`src/rtl/srcc_map.vh`:
```
`ifndef SRCC_MAP_VH
`define SRCC_MAP_VH

// Register offsets
`define SRCC_ADDR_DUTY_ONE    16'h011C
`define SRCC_ADDR_DUTY_TWO    16'h011E
`define SRCC_ADDR_CFG         16'h0120
`define SRCC_ADDR_IGN         16'h0121

// Reset values
`define SRCC_RST_DUTY         8'h03
`define SRCC_RST_CFG          8'h00
`define SRCC_RST_IGN          8'h00

// Duty stabilizer control fields
`define SRCC_DUTY_ENABLE_BIT  1
`define SRCC_DUTY_PWRUP_BIT   0

// Capture config fields
`define SRCC_CFG_FLAGRST_BIT  6
`define SRCC_CFG_POL_BIT      4
`define SRCC_CFG_EDGE_BIT     3
`define SRCC_CFG_MODE_HI      2
`define SRCC_CFG_MODE_LO      1
`define SRCC_CFG_RW_MASK      8'h5E

// Ignore count field
`define SRCC_IGN_HI           3
`define SRCC_IGN_LO           0
`define SRCC_IGN_RW_MASK      8'h0F

// Capture mode encodings
`define SRCC_MODE_OFF         2'h0
`define SRCC_MODE_CONT        2'h1
`define SRCC_MODE_NSHOT       2'h2

`endif

```
`src/rtl/srcc_edge_sampler.v`:
```
`timescale 1ns/1ps
`include "srcc_map.vh"

module srcc_edge_sampler (
  input  wire sys_clk,
  input  wire rst,
  input  wire sysrefIn,
  input  wire fallEdgeSel,
  input  wire highToLow,
  output reg  transPulse_r
);

  reg posSample_r;
  reg negSample_r;
  reg prevSample_r;
  wire selSample;
  wire transNxt;

  ////////////////////////////////////////////////////////////////////////////
  // Sampling on both clock edges
  always @(posedge sys_clk) begin
    if (rst) begin
      posSample_r <= 1'b0;
    end else begin
      posSample_r <= sysrefIn;
    end
  end

  always @(negedge sys_clk) begin
    if (rst) begin
      negSample_r <= 1'b0;
    end else begin
      negSample_r <= sysrefIn;
    end
  end

  assign selSample = fallEdgeSel ? negSample_r : posSample_r;

  ////////////////////////////////////////////////////////////////////////////
  // Transition detection; both paths compare against the same history so
  // a polarity change while capture is idle cannot fake a transition
  assign transNxt = highToLow ? (prevSample_r & ~selSample)
                              : (~prevSample_r & selSample);

  always @(posedge sys_clk) begin
    if (rst) begin
      prevSample_r <= 1'b0;
      transPulse_r <= 1'b0;
    end else begin
      prevSample_r <= selSample;
      transPulse_r <= transNxt;
    end
  end

endmodule

```
`src/rtl/srcc_capture_ctrl.v`:
```
`timescale 1ns/1ps
`include "srcc_map.vh"

// Functional notes
// - Flag-reset bit set holds setup and hold error flags cleared.
// - Polarity 0 accepts rising SYSREF transitions; 1 accepts falling ones.
// - Edge bit 0 samples on rising clock edge; 1 on falling edge.
// - Mode field: 0 disabled, 1 continuous, 2 N-shot capture.
// - Ignore count skips that many initial transitions before an N-shot capture acts; continuous mode ignores it.
module srcc_capture_ctrl (
  input  wire       sys_clk,
  input  wire       rst,
  input  wire [15:0] regAddr,
  input  wire [7:0] regWrData,
  input  wire       regWrEn,
  input  wire       regRdEn,
  output reg  [7:0] regRdData_r,
  output reg        regRdValid_r,
  input  wire       sysrefIn,
  input  wire       setupErrIn,
  input  wire       holdErrIn,
  output reg        setupErrFlag_r,
  output reg        holdErrFlag_r,
  output reg        sysrefSync_r,
  output wire       nShotDone,
  output wire       firstDutyStabilizerEn,
  output wire       firstDutyStabilizerPwrUp,
  output wire       secondDutyStabilizerEn,
  output wire       secondDutyStabilizerPwrUp
);

  localparam [1:0] ST_OFF   = 2'd0;
  localparam [1:0] ST_CONT  = 2'd1;
  localparam [1:0] ST_ARMED = 2'd2;
  localparam [1:0] ST_DONE  = 2'd3;

  reg  [7:0] dutyOne_r;
  reg  [7:0] dutyTwo_r;
  reg  [7:0] capCfg_r;
  reg  [7:0] ignCnt_r;
  reg  [1:0] state_r;
  reg  [1:0] state_nxt;
  reg  [3:0] skipCnt_r;
  reg  [3:0] skipCnt_nxt;
  reg        sync_nxt;
  wire       transPulse;
  wire       cfgWrite;
  wire [1:0] modeSel;
  wire [1:0] newMode;
  wire [3:0] ignSel;
  wire [3:0] wrSel;
  wire [3:0] rdSel;

  function [1:0] mode_state;
    input [1:0] mode;
    begin
      case (mode)
        `SRCC_MODE_CONT:  mode_state = ST_CONT;
        `SRCC_MODE_NSHOT: mode_state = ST_ARMED;
        default:          mode_state = ST_OFF;
      endcase
    end
  endfunction

  // One-hot register select, shared by the write and read paths
  function [3:0] reg_sel;
    input [15:0] addr;
    begin
      case (addr)
        `SRCC_ADDR_DUTY_ONE: reg_sel = 4'h1;
        `SRCC_ADDR_DUTY_TWO: reg_sel = 4'h2;
        `SRCC_ADDR_CFG:      reg_sel = 4'h4;
        `SRCC_ADDR_IGN:      reg_sel = 4'h8;
        default:             reg_sel = 4'h0;
      endcase
    end
  endfunction

  ////////////////////////////////////////////////////////////////////////////
  // Register file
  assign wrSel    = regWrEn ? reg_sel(regAddr) : 4'h0;
  assign rdSel    = regRdEn ? reg_sel(regAddr) : 4'h0;
  assign cfgWrite = wrSel[2];
  assign modeSel  = capCfg_r[`SRCC_CFG_MODE_HI:`SRCC_CFG_MODE_LO];
  assign newMode  = regWrData[`SRCC_CFG_MODE_HI:`SRCC_CFG_MODE_LO];
  assign ignSel   = ignCnt_r[`SRCC_IGN_HI:`SRCC_IGN_LO];

  always @(posedge sys_clk) begin
    if (rst) begin
      dutyOne_r <= `SRCC_RST_DUTY;
      dutyTwo_r <= `SRCC_RST_DUTY;
      capCfg_r  <= `SRCC_RST_CFG;
      ignCnt_r  <= `SRCC_RST_IGN;
    end else begin
      if (wrSel[0]) begin
        dutyOne_r <= regWrData;
      end
      if (wrSel[1]) begin
        dutyTwo_r <= regWrData;
      end
      // Reserved read-only bits stay zero
      if (wrSel[2]) begin
        capCfg_r <= regWrData & `SRCC_CFG_RW_MASK;
      end
      if (wrSel[3]) begin
        ignCnt_r <= regWrData & `SRCC_IGN_RW_MASK;
      end
    end
  end

  always @(posedge sys_clk) begin
    if (rst) begin
      regRdData_r  <= 8'h00;
      regRdValid_r <= 1'b0;
    end else begin
      regRdValid_r <= regRdEn;
      if (regRdEn) begin
        // Unmapped addresses read as zero
        case (rdSel)
          4'h1:    regRdData_r <= dutyOne_r;
          4'h2:    regRdData_r <= dutyTwo_r;
          4'h4:    regRdData_r <= capCfg_r;
          4'h8:    regRdData_r <= ignCnt_r;
          default: regRdData_r <= 8'h00;
        endcase
      end
    end
  end

  // Stabilizer controls feed the clock path directly, with no shadowing
  assign firstDutyStabilizerEn     = dutyOne_r[`SRCC_DUTY_ENABLE_BIT];
  assign firstDutyStabilizerPwrUp  = dutyOne_r[`SRCC_DUTY_PWRUP_BIT];
  assign secondDutyStabilizerEn    = dutyTwo_r[`SRCC_DUTY_ENABLE_BIT];
  assign secondDutyStabilizerPwrUp = dutyTwo_r[`SRCC_DUTY_PWRUP_BIT];

  ////////////////////////////////////////////////////////////////////////////
  // Error flags: sticky until the hold-in-reset bit or rst. The hold bit
  // beats a same-cycle error event, since the flags must read cleared
  // for as long as the bit is set
  always @(posedge sys_clk) begin
    if (rst || capCfg_r[`SRCC_CFG_FLAGRST_BIT]) begin
      setupErrFlag_r <= 1'b0;
      holdErrFlag_r  <= 1'b0;
    end else begin
      if (setupErrIn) begin
        setupErrFlag_r <= 1'b1;
      end
      if (holdErrIn) begin
        holdErrFlag_r <= 1'b1;
      end
    end
  end

  ////////////////////////////////////////////////////////////////////////////
  // Sampler; polarity is assumed steady whenever capture is enabled
  srcc_edge_sampler uSampler (
    .sys_clk      (sys_clk),
    .rst          (rst),
    .sysrefIn     (sysrefIn),
    .fallEdgeSel  (capCfg_r[`SRCC_CFG_EDGE_BIT]),
    .highToLow    (capCfg_r[`SRCC_CFG_POL_BIT]),
    .transPulse_r (transPulse)
  );

  ////////////////////////////////////////////////////////////////////////////
  // Capture mode machine. Any write to the config register re-derives the
  // state from the written mode, so rewriting N-shot rearms it.
  always @* begin
    state_nxt   = state_r;
    skipCnt_nxt = skipCnt_r;
    sync_nxt    = 1'b0;
    // The ignore count is latched only when the mode is written, so
    // software loads it first; a strobe in the write cycle is dropped
    if (cfgWrite) begin
      state_nxt   = mode_state(newMode);
      skipCnt_nxt = ignSel;
    end else begin
      case (state_r)
        ST_CONT: begin
          sync_nxt = transPulse;
        end
        ST_ARMED: begin
          if (transPulse) begin
            if (skipCnt_r == 4'h0) begin
              sync_nxt  = 1'b1;
              state_nxt = ST_DONE;
            end else begin
              skipCnt_nxt = skipCnt_r - 4'h1;
            end
          end
        end
        ST_OFF: begin
        end
        ST_DONE: begin
        end
        default: begin
          state_nxt = ST_OFF;
        end
      endcase
    end
  end

  always @(posedge sys_clk) begin
    if (rst) begin
      state_r      <= ST_OFF;
      skipCnt_r    <= 4'h0;
      sysrefSync_r <= 1'b0;
    end else begin
      state_r      <= state_nxt;
      skipCnt_r    <= skipCnt_nxt;
      sysrefSync_r <= sync_nxt;
    end
  end

  assign nShotDone = (state_r == ST_DONE);

endmodule

```
`config.mk`:
```
export PLATFORM = sky130hd
export DESIGN_NAME = srcc_capture_ctrl
export DESIGN_NICKNAME = d
export VERILOG_FILES = /design/src/rtl/srcc_edge_sampler.v /design/src/rtl/srcc_capture_ctrl.v
export VERILOG_INCLUDE_DIRS = /design/src /design/src/rtl
export SDC_FILE = /design/constraint.sdc
export NUM_CORES = 1
export LEC_CHECK = 0
export BUFFER_PORTS_ARGS = -buffer_cell sky130_fd_sc_hd__buf_2
export CORE_MARGIN = 4
export CORE_UTILIZATION = 57
export DETAILED_ROUTE_END_ITERATION = 12
export GPL_TIMING_DRIVEN = 0
export PLACE_DENSITY_LB_ADDON = 0.25
export SETUP_SLACK_MARGIN = 0.5
export SLEW_MARGIN = 20
export SYNTH_ARGS = -nofsm -noshare
export SYNTH_HDL_FRONTEND = slang
export SYNTH_SLANG_ARGS = --single-unit
```
`constraint.sdc`:
```
create_clock -name sys_clk -period 2.6 [get_ports sys_clk]
set_clock_uncertainty 0.1 [all_clocks]
set_input_delay 0.26 -clock sys_clk [delete_from_list [all_inputs] [get_ports sys_clk]]
set_output_delay 0.26 -clock sys_clk [all_outputs]
set_load 0.005 [all_outputs]
```
Word level (Yosys, flattened, before mapping) --
Cells that the tools add are included.
Word-level totals: flip-flop bits (word level) 47, input bits 31
Cells by class: add/sub/neg operators 1, eq/ne operators 14, multiplexer cells 19, bitwise logic cells 4, reduce and logical (&&, ||, !) cells 8
Operator list (count):
- 16-bit by 9-bit == test with 1-bit output (second input constant) | 4
- 8-bit case mux with 4 select lines | 1
- 4-bit two-way mux | 6
- 4-bit case mux with 4 select lines | 1
- 2-bit two-way mux | 4
- 2-bit == test (second input constant) | 3
- 3-bit AND reduction | 2
- 2-bit nonzero test | 3
- 1-bit two-way mux | 5
- 2-bit by 1-bit == test with 1-bit output (second input constant) | 2
- 4-bit by 1-bit == test with 1-bit output (second input constant) | 1
- 4-bit by 2-bit == test with 1-bit output (second input constant) | 1
- 4-bit by 3-bit == test with 1-bit output (second input constant) | 1
- 4-bit == test (second input constant) | 1
- 4-bit logical NOT | 1
- 2-bit case mux with 2 select lines | 1
- 4-bit by 1-bit subtractor with 4-bit output (second input constant) | 1
- 1-bit AND | 2
- 2-bit != test (second input constant) | 1
- 1-bit NOT | 2
- 1-bit case mux with 2 select lines | 1
- 2-bit OR reduction | 1
- 1-bit logical OR | 1

Longest topological paths before layout --
Gate-level depths: netlist (run 1).
word-level depth 5, gate-level depth with buffers 7, depth with buffers taken out 7

Cells and area by module --
From an unflattened synthesis (run 1), not the netlist that was laid out.
Unflattened totals: cell total of the unflattened synthesis 237, area, all modules 2220.9 um^2
Modules (own cells, without submodules):
- srcc_capture_ctrl | times used 1, cells an instance 226, area an instance 2093.3 um^2
- srcc_edge_sampler | times used 1, cells an instance 11, area an instance 127.6 um^2

==> results of run 1 <==
-- critical path, cell delays in order, from the launching register on --
cell                      delay, ns
sky130_fd_sc_hd__dfxtp_2       0.30
sky130_fd_sc_hd__mux2i_1       0.07
sky130_fd_sc_hd__or3_1         0.33
sky130_fd_sc_hd__a21oi_2       0.12
-- area by class of cell --
cell class              count  area share
plain buffers               9      0.0219
well taps                  46      0.0235
clock buffers               6      0.0209
inverters                   8      0.0123
multi-input cells         145       0.422
repair buffers             47      0.0995
flip-flops and latches     47       0.384
clock inverters             3      0.0158
-- path summary, 6_finish.rpt --
| check | startpoint | end | slack (ns) | cells after the start |
|---|---|---|---|---|
| max reg2reg | uSampler.negSample_r | uSampler.transPulse_r | 0.28 | 3 |
| min | sysrefIn | uSampler.posSample_r | 0.03 | 2 |
| max | uSampler.negSample_r | uSampler.transPulse_r | 0.28 | 3 |
| min reg2reg | dutyTwo_r[3] | regRdData_r[3] | 0.37 | 2 |
-- power by group --
part           internal, mW  switching, mW  total (mW)
Clock                 0.228          0.236       0.464
Sequential            0.726        0.00253       0.729
Combinational        0.0321         0.0445      0.0765
Total                 0.987          0.283        1.27
-- registers in the layout, indices dropped and copies added (netlist names) --
register,flops
holdErrFlag_r,1
sysrefSync_r,1
dutyTwo_r,8
regRdData_r,8
dutyOne_r,8
uSampler.posSample_r,1
uSampler.prevSample_r,1
capCfg_r,5
ignCnt_r,4
uSampler.negSample_r,1
setupErrFlag_r,1
regRdValid_r,1
state_r,2
uSampler.transPulse_r,1
skipCnt_r,4
-- per-stage QoR --
| step | instance area [um2] | total power [mW] |
|---|---|---|
| floorplan | 2050 | 0.778 |
| global placement | 2330 | 0.818 |
| detailed placement | 2330 | 0.821 |
| CTS | 2430 | 1.27 |
| global route | 2450 | 1.31 |
| finish | 2450 | 1.27 |
-- what timing repair did --
item,in CTS,in global routing
buffers inserted,2,0
setup endpoints to repair,2,3
endpoints found under the hold margin,0,0
gates resized for setup,1,4
pin swaps,1,1
-- synth_stat cells, types with 3 or more instances --
cell type / instances / share of area
sky130_fd_sc_hd__dfxtp_1: 47 / 0.46
sky130_fd_sc_hd__nor2_1: 37 / 0.068
sky130_fd_sc_hd__mux2i_1: 30 / 0.15
sky130_fd_sc_hd__inv_1: 9 / 0.017
sky130_fd_sc_hd__nand2_1: 9 / 0.017
sky130_fd_sc_hd__nor3_1: 9 / 0.022
sky130_fd_sc_hd__a21oi_1: 7 / 0.017
sky130_fd_sc_hd__nor2b_1: 7 / 0.021
sky130_fd_sc_hd__a221oi_1: 5 / 0.021
sky130_fd_sc_hd__clkbuf_1: 5 / 0.0092
sky130_fd_sc_hd__ha_1: 5 / 0.031
sky130_fd_sc_hd__a211o_1: 4 / 0.017
sky130_fd_sc_hd__and3_1: 3 / 0.0092
-- cell families after synthesis --
family,Yosys count
AO/OA/AOI/OAI,22
XOR/XNOR,3
adder cells (fa/ha/maj),5
buffers and inverters,18
flip-flops,47
multiplexers,30
AND/OR/NAND/NOR,85
-- cells in the final DEF, fill, tap and decap left out, types with 6 or more instances in the layout --
cell,Yosys,final
sky130_fd_sc_hd__nor3_1,9,9
sky130_fd_sc_hd__inv_1,9,9
sky130_fd_sc_hd__a21oi_1,7,6
sky130_fd_sc_hd__nor2_1,37,37
sky130_fd_sc_hd__buf_2,1,46
sky130_fd_sc_hd__nor2b_1,7,7
sky130_fd_sc_hd__mux2i_1,30,30
sky130_fd_sc_hd__dfxtp_1,47,46
sky130_fd_sc_hd__nand2_1,9,9
-- per-layer routing --
metal  GRT usage  vias to the layer above  part of all wire
li1            -                      853                 -
met1       0.258                      802              0.42
met2       0.366                       75              0.48
met3      0.0509                        7             0.093
met4      0.0695                        0            0.0084
met5           0                        -                 0
==> out/qor.tcl, run 1 <==
set qor(die_h_um) 67.9
set qor(synth-main-ff-cell) {sky130_fd_sc_hd__dfxtp_1}
set qor(dieWidth_um) 67.9
set qor(timing.setup.critical_path_class) {flop to flop}
set qor(global_route.overflow_total) 0
set qor(crit_required_ns) 2.80
set qor(finish.utilization) 0.723
set qor(cp-start-kind) {flop}
set qor(grt_start_max_net_pins) 15
set qor(synthesis.area_per_instance_um2) 9.75
set qor(io_pins) 48
set qor(fill_cells) 267
set qor(critPathArrivalTime_ns) 2.52
set qor(cts.hold.buffers_added) 0
set qor(clk_path_buf_depth) 2
set qor(drive_gt1_frac) 0.253
set qor(post_synthesis_instance_total) 210
set qor(diodes) 0
set qor(timing.final.ws_setup_ns) 0.283
set qor(cts_root_buf) {sky130_fd_sc_hd__clkbuf_4}
set qor(timing.setup.tns_ns) 0
set qor(leakage_nw) 1.12
set qor(post_synth_and_or_nand_nor_area_fraction) 0.227
set qor(synth_compound_area_frac) 0.0801
set qor(hold_path_class) {input pin to flop}
set qor(vias) 1737
set qor(grt_antenna_before_repair) 0
set qor(cts_tree) {done}
set qor(clkSlewWorstSetupHoldPaths_ns) 0.13
set qor(dpl_worst_slack_ns) 0.317
set qor(final-max-slew-violation-count) 0
set qor(setup_viol) 0
set qor(fin_worst_hold_slack_ns) 0.0319
set qor(cts_inserted_buffers) 5
set qor(die_area_um2) 4610
set qor(dp.final_hpwl_mm) 3.30
set qor(multiInputGateArea_um2) 1030
set qor(detail_route_antenna_nets) 0
set qor(routabilityCongestion) 0.780
set qor(endpoint_kind) {flop}
set qor(mappedNetlistNets) 246
set qor(placementRows) 21
set qor(worstMarginPinSlew_ns) 0.610
set qor(main_combinational_cell_family_by_area_after_synthesis) {simple AND/OR/NAND/NOR gates}
set qor(crit_fanout) 2
set qor(drt_iter0_drc) 89
set qor(grtUsageTotal) 0.212
set qor(netlist_area_pre_place_um2) 2050
set qor(grt_pass1_wl_mm) 7.20
set qor(regArea_um2) 942
set qor(detail_route.vias_per_cell) 5.59
set qor(synth-async-reset-ratio) 0
set qor(finalHoldViolCount) 0
set qor(yosysWarnings) 0
set qor(post-place-cells) 301
set qor(synth.mux.area_fraction) 0.147
set qor(nets) 300
set qor(fin_cells) 311
set qor(avgRoutedWirePerCell_um) 15.0
set qor(first_global_vias) 1559
set qor(tritoncts_num_sinks) 47
set qor(synth_sequential_area_ratio) 0.460
set qor(grt_setup_unrepaired) {yes}
set qor(number_of_enable_flip_flop_cells_after_synthesis) 0
set qor(post_synth_xor_area_fraction) 0.0128
set qor(drv_cap) 0
set qor(routed_wl_mm) 4.66
set qor(fp.coreArea_um2) 3390
set qor(power_density_nw_per_um2) 518
set qor(irDropWorstVdd_mv) 0.434
set qor(maxSlewHeadroom) 0.593
set qor(placement.io_buffers) 45
set qor(cts.htree.levels) 2
set qor(synth.ff_latch_count) 47
set qor(number_of_search_and_repair_iterations_in_the_first_detailed_routing_pass) 4
set qor(area_growth_syn_to_layout_pct) 19.7
set qor(post_synth_num_cell_types) 38
set qor(synth_adder_area_share) 0.0306
set qor(status) {finished, final reports clean}
set qor(worst_skew_pair.late_latency_ns) 0.40
set qor(start_util) 0.604
set qor(drcViolationCount) 0
No activity file was read; power rests on OpenSTA's default activity.
==> run 2, diff against run 1 <==
==> constraint.sdc (replaced) <==
create_clock -name sys_clk -period 2.9 [get_ports sys_clk]
set_clock_uncertainty 0.1 [all_clocks]
set_input_delay 0.29 -clock sys_clk [delete_from_list [all_inputs] [get_ports sys_clk]]
set_output_delay 0.29 -clock sys_clk [all_outputs]
set_load 0.005 [all_outputs]
==> run 2 against run 1 <==
Against the previous run:
- sequential power down 10%
- highest routed layer unchanged
- non-clock buffer count down 1
- global-route usage down 0.38 points
- critical path depth unchanged
- flip-flop and latch count unchanged
- worst hold slack better by 0.036 ns
==> out/qor.tcl, run 2 (synthesis gave the netlist of run 1 again) <==
set qor(start_util) 0.604 ;# unchanged
set qor(worstMarginPinSlew_ns) 0.625 ;# +0.0147 ns
set qor(status) {finished, final reports clean}
set qor(irDropWorstVdd_mv) 0.278 ;# -36%
set qor(cp-start-kind) {flop}
set qor(drive_gt1_frac) 0.250 ;# -0.00283
set qor(setup_viol) 0 ;# unchanged
set qor(layout.cells.most_common_list) {46 x sky130_fd_sc_hd__buf_2, 46 x sky130_fd_sc_hd__dfxtp_1, 37 x sky130_fd_sc_hd__nor2_1}
set qor(endpoint_kind) {flop}
set qor(crit_required_ns) 3.09 ;# +0.29 ns
set qor(clkSlewWorstSetupHoldPaths_ns) 0.14 ;# about the same
set qor(cts_inserted_buffers) 5 ;# unchanged
set qor(grt_pass1_wl_mm) 7.21 ;# about the same
set qor(clk_path_buf_depth) 2 ;# unchanged
set qor(routed_wl_mm) 4.58 ;# -1.6%
set qor(leakage_nw) 1.09 ;# -2.2%
set qor(critPathArrivalTime_ns) 2.66 ;# +0.14 ns
set qor(cts.htree.levels) 2 ;# unchanged
set qor(finalHoldViolCount) 0 ;# unchanged
set qor(share_comb_of_total_power) 0.065 ;# +0.005
set qor(dieWidth_um) 67.9 ;# unchanged
set qor(vias) 1738 ;# +0.058%
set qor(number_of_search_and_repair_iterations_in_the_first_detailed_routing_pass) 4 ;# unchanged
set qor(intPower_mw) 0.778 ;# -21%
set qor(pwr-share-seq) 0.630 ;# +0.056
set qor(grt_start_max_net_pins) 17 ;# +2
set qor(clockPowerShare) 0.305 ;# -0.061
set qor(drt_iter0_drc) 84 ;# -5.6%
set qor(area_growth_syn_to_layout_pct) 17.7
set qor(post-layout-total-power_mw) 1.04 ;# -18%
set qor(tritoncts_num_sinks) 47 ;# unchanged
set qor(placementRows) 21 ;# unchanged
set qor(detail_route.vias_per_cell) 5.61 ;# +0.38%
set qor(detail_route_antenna_nets) 0 ;# unchanged
set qor(die_area_um2) 4610 ;# unchanged
set qor(routabilityCongestion) 0.780 ;# about the same
set qor(netSwitchingFraction) 0.250 ;# +0.0270
set qor(hold_path_class) {input pin to flop}
set qor(diodes) 0 ;# unchanged
set qor(nets) 299 ;# -0.33%
set qor(avgRoutedWirePerCell_um) 14.8 ;# -1.3%
set qor(net-switching-power_mw) 0.259 ;# -8.4%
set qor(placement.io_buffers) 45 ;# unchanged
set qor(drv_cap) 0 ;# unchanged
set qor(worst_skew_pair.late_latency_ns) 0.39 ;# about the same
set qor(grt_antenna_before_repair) 0 ;# unchanged
set qor(grt_setup_unrepaired) {yes}
set qor(grtUsageTotal) 0.208 ;# -0.00379
set qor(reg_top3) {dutyOne_r (8), dutyTwo_r (8), regRdData_r (8)}
set qor(cts_tree) {done}
set qor(timing.setup.tns_ns) 0 ;# unchanged
set qor(die_h_um) 67.9 ;# unchanged
set qor(fin_worst_hold_slack_ns) 0.0676 ;# +0.0357 ns
set qor(first_global_vias) 1620 ;# +3.9%
set qor(cts_root_buf) {sky130_fd_sc_hd__clkbuf_4}
set qor(drcViolationCount) 0 ;# unchanged
set qor(maxSlewHeadroom) 0.581 ;# -0.0121
set qor(crit_fanout) 3 ;# +1
set qor(io_pins) 48 ;# unchanged
set qor(dp.final_hpwl_mm) 3.36 ;# +1.8%
set qor(fp.coreArea_um2) 3390 ;# unchanged
set qor(global_route.overflow_total) 0 ;# unchanged
set qor(power_density_nw_per_um2) 431 ;# -17%
set qor(timing.setup.critical_path_class) {flop to flop}
set qor(final-max-slew-violation-count) 0 ;# unchanged
[run 2: changes by cell type in the layout (fill, tap and decap cells not counted), sizes merged]
cell	delta
clkinv	+2
buf	-1
bufinv	-1
clkbuf	-1
[run 2: critical path: stages (launching register included)]
cell and delay (ns):
sky130_fd_sc_hd__dfxtp_2 0.31, sky130_fd_sc_hd__mux2i_2 0.07, sky130_fd_sc_hd__or3_1 0.33, sky130_fd_sc_hd__a21oi_2 0.12
[run 2: what timing repair did]
action,in CTS,in global routing
setup buffers,1,0
resized for setup,0,3
hold buffers,0,0
endpoints found under the hold margin,0,0
setup endpoints to repair,1,2
[run 2: final timing paths]
path,from,end,slack [ns],cells after the start
hold / removal,regWrData[5],dutyOne_r[5],0.07,3
hold reg to reg,dutyTwo_r[2],regRdData_r[2],0.36,2
setup / recovery,uSampler.negSample_r,uSampler.transPulse_r,0.43,3
setup reg to reg,uSampler.negSample_r,uSampler.transPulse_r,0.43,3
[run 2: area by class of cell]
cell class | count | area [um2]
buffer | 9 | 53.8
clock buffer | 5 | 37.5
clock inverter | 4 | 28.8
fill | 286 | 981
inverter | 8 | 30.0
multi-input combinational | 145 | 1030
sequential | 47 | 942
tap | 46 | 57.6
timing repair buffer | 46 | 233
[run 2: power by group through the flow]
| stage | registers, mW | clock network (mW) | logic, mW |
|---|---|---|---|
| floorplan | 0.667 | 0.00432 | 0.0262 |
| global placement | 0.667 | 0.00432 | 0.0627 |
| detailed placement | 0.667 | 0.00432 | 0.0652 |
| CTS | 0.653 | 0.322 | 0.0664 |
| global route | 0.655 | 0.349 | 0.0740 |
| finish | 0.654 | 0.316 | 0.0673 |
[run 2: metal layers]
layer,track usage,wire length [um],vias up
met4,0.0819,49,0
met1,0.258,1950,821
li1,-,-,847
met3,0.0427,397,5
met2,0.353,2180,65
met5,0,0,-
[run 2: metrics by stage]
step	utilization	std cells	setup slack, ns	instance area (um2)
2_1_floorplan	-	210	0.512	2050
3_3_place_gp	0.687	301	0.430	2330
3_5_place_dp	0.687	301	0.390	2330
4_1_cts	0.708	310	0.427	2400
5_1_grt	0.711	310	0.379	2410
6_report	0.711	310	0.428	2410
==> run 3, diff against run 2 <==
--- a/config.mk
+++ b/config.mk
@@ -6,9 +6,10 @@
 export SDC_FILE = /design/constraint.sdc
 export NUM_CORES = 1
 export LEC_CHECK = 0
+export ABC_AREA = 1
 export BUFFER_PORTS_ARGS = -buffer_cell sky130_fd_sc_hd__buf_2
 export CORE_MARGIN = 4
-export CORE_UTILIZATION = 57
+export CORE_UTILIZATION = 58
 export DETAILED_ROUTE_END_ITERATION = 12
 export GPL_TIMING_DRIVEN = 0
 export PLACE_DENSITY_LB_ADDON = 0.25
@@ -16,4 +17,5 @@
 export SLEW_MARGIN = 20
 export SYNTH_ARGS = -nofsm -noshare
 export SYNTH_HDL_FRONTEND = slang
+export SYNTH_HIERARCHICAL = 1
 export SYNTH_SLANG_ARGS = --single-unit
==> run 3 against run 2 <==
Against the previous run:
- clock-buffer cell count is the same
- synthesized cell count is 46% higher
- combinational power rose by 17%
- sequential share of layout area decreased by 5.0 points
- critical path type unchanged
==> out/qor.tcl, run 3 <==
set qor(regArea_um2) 941 ;# -0.13%
set qor(cp-start-kind) {flop}
set qor(regToRegEndpoint) {uSampler/transPulse_r}
set qor(synth_area_leaders) {sky130_fd_sc_hd__dfxtp_1 40%, sky130_fd_sc_hd__nand2_1 12%, sky130_fd_sc_hd__a21oi_1 6.7%, sky130_fd_sc_hd__nor2_1 5.5%, sky130_fd_sc_hd__inv_1 5.2%}
set qor(post-layout-total-power_mw) 1.30 ;# +26%
set qor(drive_gt1_frac) 0.235 ;# -0.0152
set qor(regToRegSetupSlack_ns) 0.62 ;# +0.19 ns
set qor(area_growth_syn_to_layout_pct) 18.6
set qor(tritoncts_num_sinks) 47 ;# unchanged
set qor(synthesis.area_per_instance_um2) 7.57 ;# -22%
set qor(clkSlewWorstSetupHoldPaths_ns) 0.08 ;# -0.06 ns
set qor(detail_route.vias_per_cell) 5.20 ;# -7.3%
set qor(crit_required_ns) 3.00 ;# -0.09 ns
set qor(cts_repair_resize_count) 0 ;# unchanged
set qor(critPathArrivalTime_ns) 2.38 ;# -0.28 ns
set qor(grtUsageTotal) 0.212 ;# +0.00412
set qor(cts_root_buf) {sky130_fd_sc_hd__clkbuf_8}
set qor(drcViolationCount) 0 ;# unchanged
set qor(finalHoldViolCount) 0 ;# unchanged
set qor(global_route.overflow_total) 0 ;# unchanged
set qor(yosysWarnings) 6 ;# +6
set qor(library_cell_with_the_highest_instance_count_after_synthesis) {sky130_fd_sc_hd__nand2_1}
set qor(routabilityCongestion) 0.834 ;# +7.0%
set qor(fin_worst_hold_slack_ns) 0.0996 ;# +0.0320 ns
set qor(final-max-slew-violation-count) 0 ;# unchanged
set qor(cts_post_setup_buffers_inserted) 0 ;# -1
set qor(number_of_enable_flip_flop_cells_after_synthesis) 0 ;# unchanged
set qor(r2r_cells) 5 ;# +2
set qor(avgRoutedWirePerCell_um) 12.7 ;# -14%
set qor(grt_start_max_net_pins) 16 ;# -1
set qor(synth.ff_latch_count) 47 ;# unchanged
set qor(cts.htree.levels) 2 ;# unchanged
set qor(crit-reg2reg-launch) {uSampler/negSample_r}
set qor(grt_setup_unrepaired) {no}
set qor(synth_area_leader_cell) {sky130_fd_sc_hd__dfxtp_1}
set qor(power_density_nw_per_um2) 473 ;# +9.9%
set qor(worst_skew_pair.late_latency_ns) 0.35 ;# -0.04 ns
set qor(crit_fanout) 2 ;# -1
set qor(fp.coreArea_um2) 3770 ;# +11%
set qor(endpoint_kind) {flop}
set qor(worstMarginPinSlew_ns) 0.514 ;# -0.111 ns
set qor(die_area_um2) 5090 ;# +10%
set qor(reg_top3) {dutyOne_r (8), dutyTwo_r (8), regRdData_r (8)}
set qor(start_util) 0.616 ;# +0.0125
set qor(dieWidth_um) 71.3 ;# +5.0%
set qor(fill_cells) 317 ;# +11%
set qor(netlist_top_cells_count) {74 x sky130_fd_sc_hd__nand2_1, 47 x sky130_fd_sc_hd__dfxtp_1, 34 x sky130_fd_sc_hd__nor2_1, 32 x sky130_fd_sc_hd__inv_1, 31 x sky130_fd_sc_hd__a21oi_1}
set qor(placementRows) 22 ;# +4.8%
set qor(routed_wl_mm) 5.21 ;# +14%
set qor(drt_iter0_drc) 98 ;# +17%
set qor(placement.io_buffers) 47 ;# +4.4%
set qor(multiInputGateArea_um2) 1180 ;# +15%
set qor(timing.setup.critical_path_class) {flop to flop}
set qor(diodes) 0 ;# unchanged
set qor(netlist_area_pre_place_um2) 2320 ;# +14%
set qor(vias) 2130 ;# +23%
set qor(finish.utilization) 0.731 ;# +0.0203
set qor(timing.setup.tns_ns) 0 ;# unchanged
set qor(nets) 397 ;# +33%
set qor(timing_endpoint_of_the_critical_path) {uSampler/transPulse_r}
set qor(maxSlewHeadroom) 0.657 ;# +0.0763
set qor(synth_sequential_area_ratio) 0.405 ;# -0.0549
set qor(timing.critical_path.from) {uSampler/negSample_r}
set qor(cts_tree) {done}
set qor(detail_route_antenna_nets) 0 ;# unchanged
set qor(post_synth_num_cell_types) 28 ;# -26%
set qor(synth-main-ff-cell) {sky130_fd_sc_hd__dfxtp_1}
set qor(cts.hold.buffers_added) 0 ;# unchanged
set qor(synth-async-reset-ratio) 0 ;# unchanged
set qor(status) {finished, final reports clean}
set qor(layout.cells.most_common_list) {74 x sky130_fd_sc_hd__nand2_1, 49 x sky130_fd_sc_hd__buf_2, 47 x sky130_fd_sc_hd__dfxtp_1}
set qor(cts_inserted_buffers) 5 ;# unchanged
set qor(first_global_vias) 2035 ;# +26%
set qor(setup_viol) 0 ;# unchanged
set qor(drv_cap) 0 ;# unchanged
set qor(io_pins) 48 ;# unchanged
set qor(die_h_um) 71.3 ;# +5.0%
set qor(dp.final_hpwl_mm) 3.92 ;# +17%
set qor(hold_path_class) {input pin to flop}
set qor(grt_antenna_before_repair) 0 ;# unchanged
set qor(leakage_nw) 1.25 ;# +14%
set qor(mappedNetlistNets) 343 ;# +39%
set qor(synth_largest_type_area_fraction) 0.405 ;# -0.0549
set qor(leading_cell_type_in_the_layout_fill_and_taps_excluded) {sky130_fd_sc_hd__nand2_1}
set qor(irDropWorstVdd_mv) 0.358 ;# +29%
set qor(grt_pass1_wl_mm) 8.77 ;# +22%
set qor(clk_path_buf_depth) 2 ;# unchanged
set qor(post_synthesis_instance_total) 307 ;# +46%
set qor(number_of_search_and_repair_iterations_in_the_first_detailed_routing_pass) 4 ;# unchanged
==> run 3: changes by cell type after synthesis, sizes merged, moves of 17 or more <==
cell	change
nand2	+69
mux2i	-30
inv	+25
a21oi	+24
nand4	+17
==> run 3: metal layers <==
metal,share of wire,GRT usage,wire (um)
met3,0.067,0.0435,349
met2,0.49,0.369,2540
met4,0.013,0.0605,67
met1,0.43,0.265,2250
met5,0,0,0
==> run 3: how the worst min path moves through the flow <==
stage | from | endpoint | cells after the start
floorplan | rst | dutyTwo_r[4] | 1
global placement | dutyTwo_r[7] | dutyTwo_r[7] | 2
detailed placement | dutyTwo_r[5] | dutyTwo_r[5] | 2
CTS | sysrefIn | uSampler/posSample_r | 3
global route | sysrefIn | uSampler/posSample_r | 3
finish | sysrefIn | uSampler/posSample_r | 3
==> run 3: logic make-up after synthesis <==
family	Yosys count	share of synthesized area
AOI/OAI and AO/OA	49	0.108
xor gates and xnor gates	1	0.00377
adders and majority gates	5	0.0269
buffers and inverters	44	0.0893
DFF	47	0.405
and+or+nand+nor	161	0.367
==> run 3: cell type report <==
class,count,share of cell area
buffer,9,0.0259
multi-input combinational,216,0.427
clock inverter,4,0.0259
inverter,34,0.0481
tap,48,0.0218
sequential,47,0.341
clock buffer,5,0.0250
timing repair buffer,47,0.0853
==> run 3: report_power, final <==
group | switching (mW) | leakage, nW | internal, mW
logic | 0.0507 | 0.796 | 0.0282
registers | 0.00201 | 0.380 | 0.650
clock network | 0.227 | 0.0697 | 0.345
total | 0.280 | 1.25 | 1.02
==> run 3: worst max-delay path, cell delays in order, from the launching register on <==
cell	delay, ns
sky130_fd_sc_hd__dfxtp_1	0.30
sky130_fd_sc_hd__nand2_1	0.06
sky130_fd_sc_hd__nand2_1	0.09
sky130_fd_sc_hd__nand2_1	0.05
sky130_fd_sc_hd__nand2_1	0.05
sky130_fd_sc_hd__nor2_1	0.03
==> run 3: through the flow <==
stage               cells  worst slack [ns]  cell area (um2)
floorplan             307             0.710             2320
global placement      402             0.683             2620
detailed placement    402             0.658             2620
CTS                   410             0.610             2760
global route          410             0.513             2760
finish                410             0.619             2760
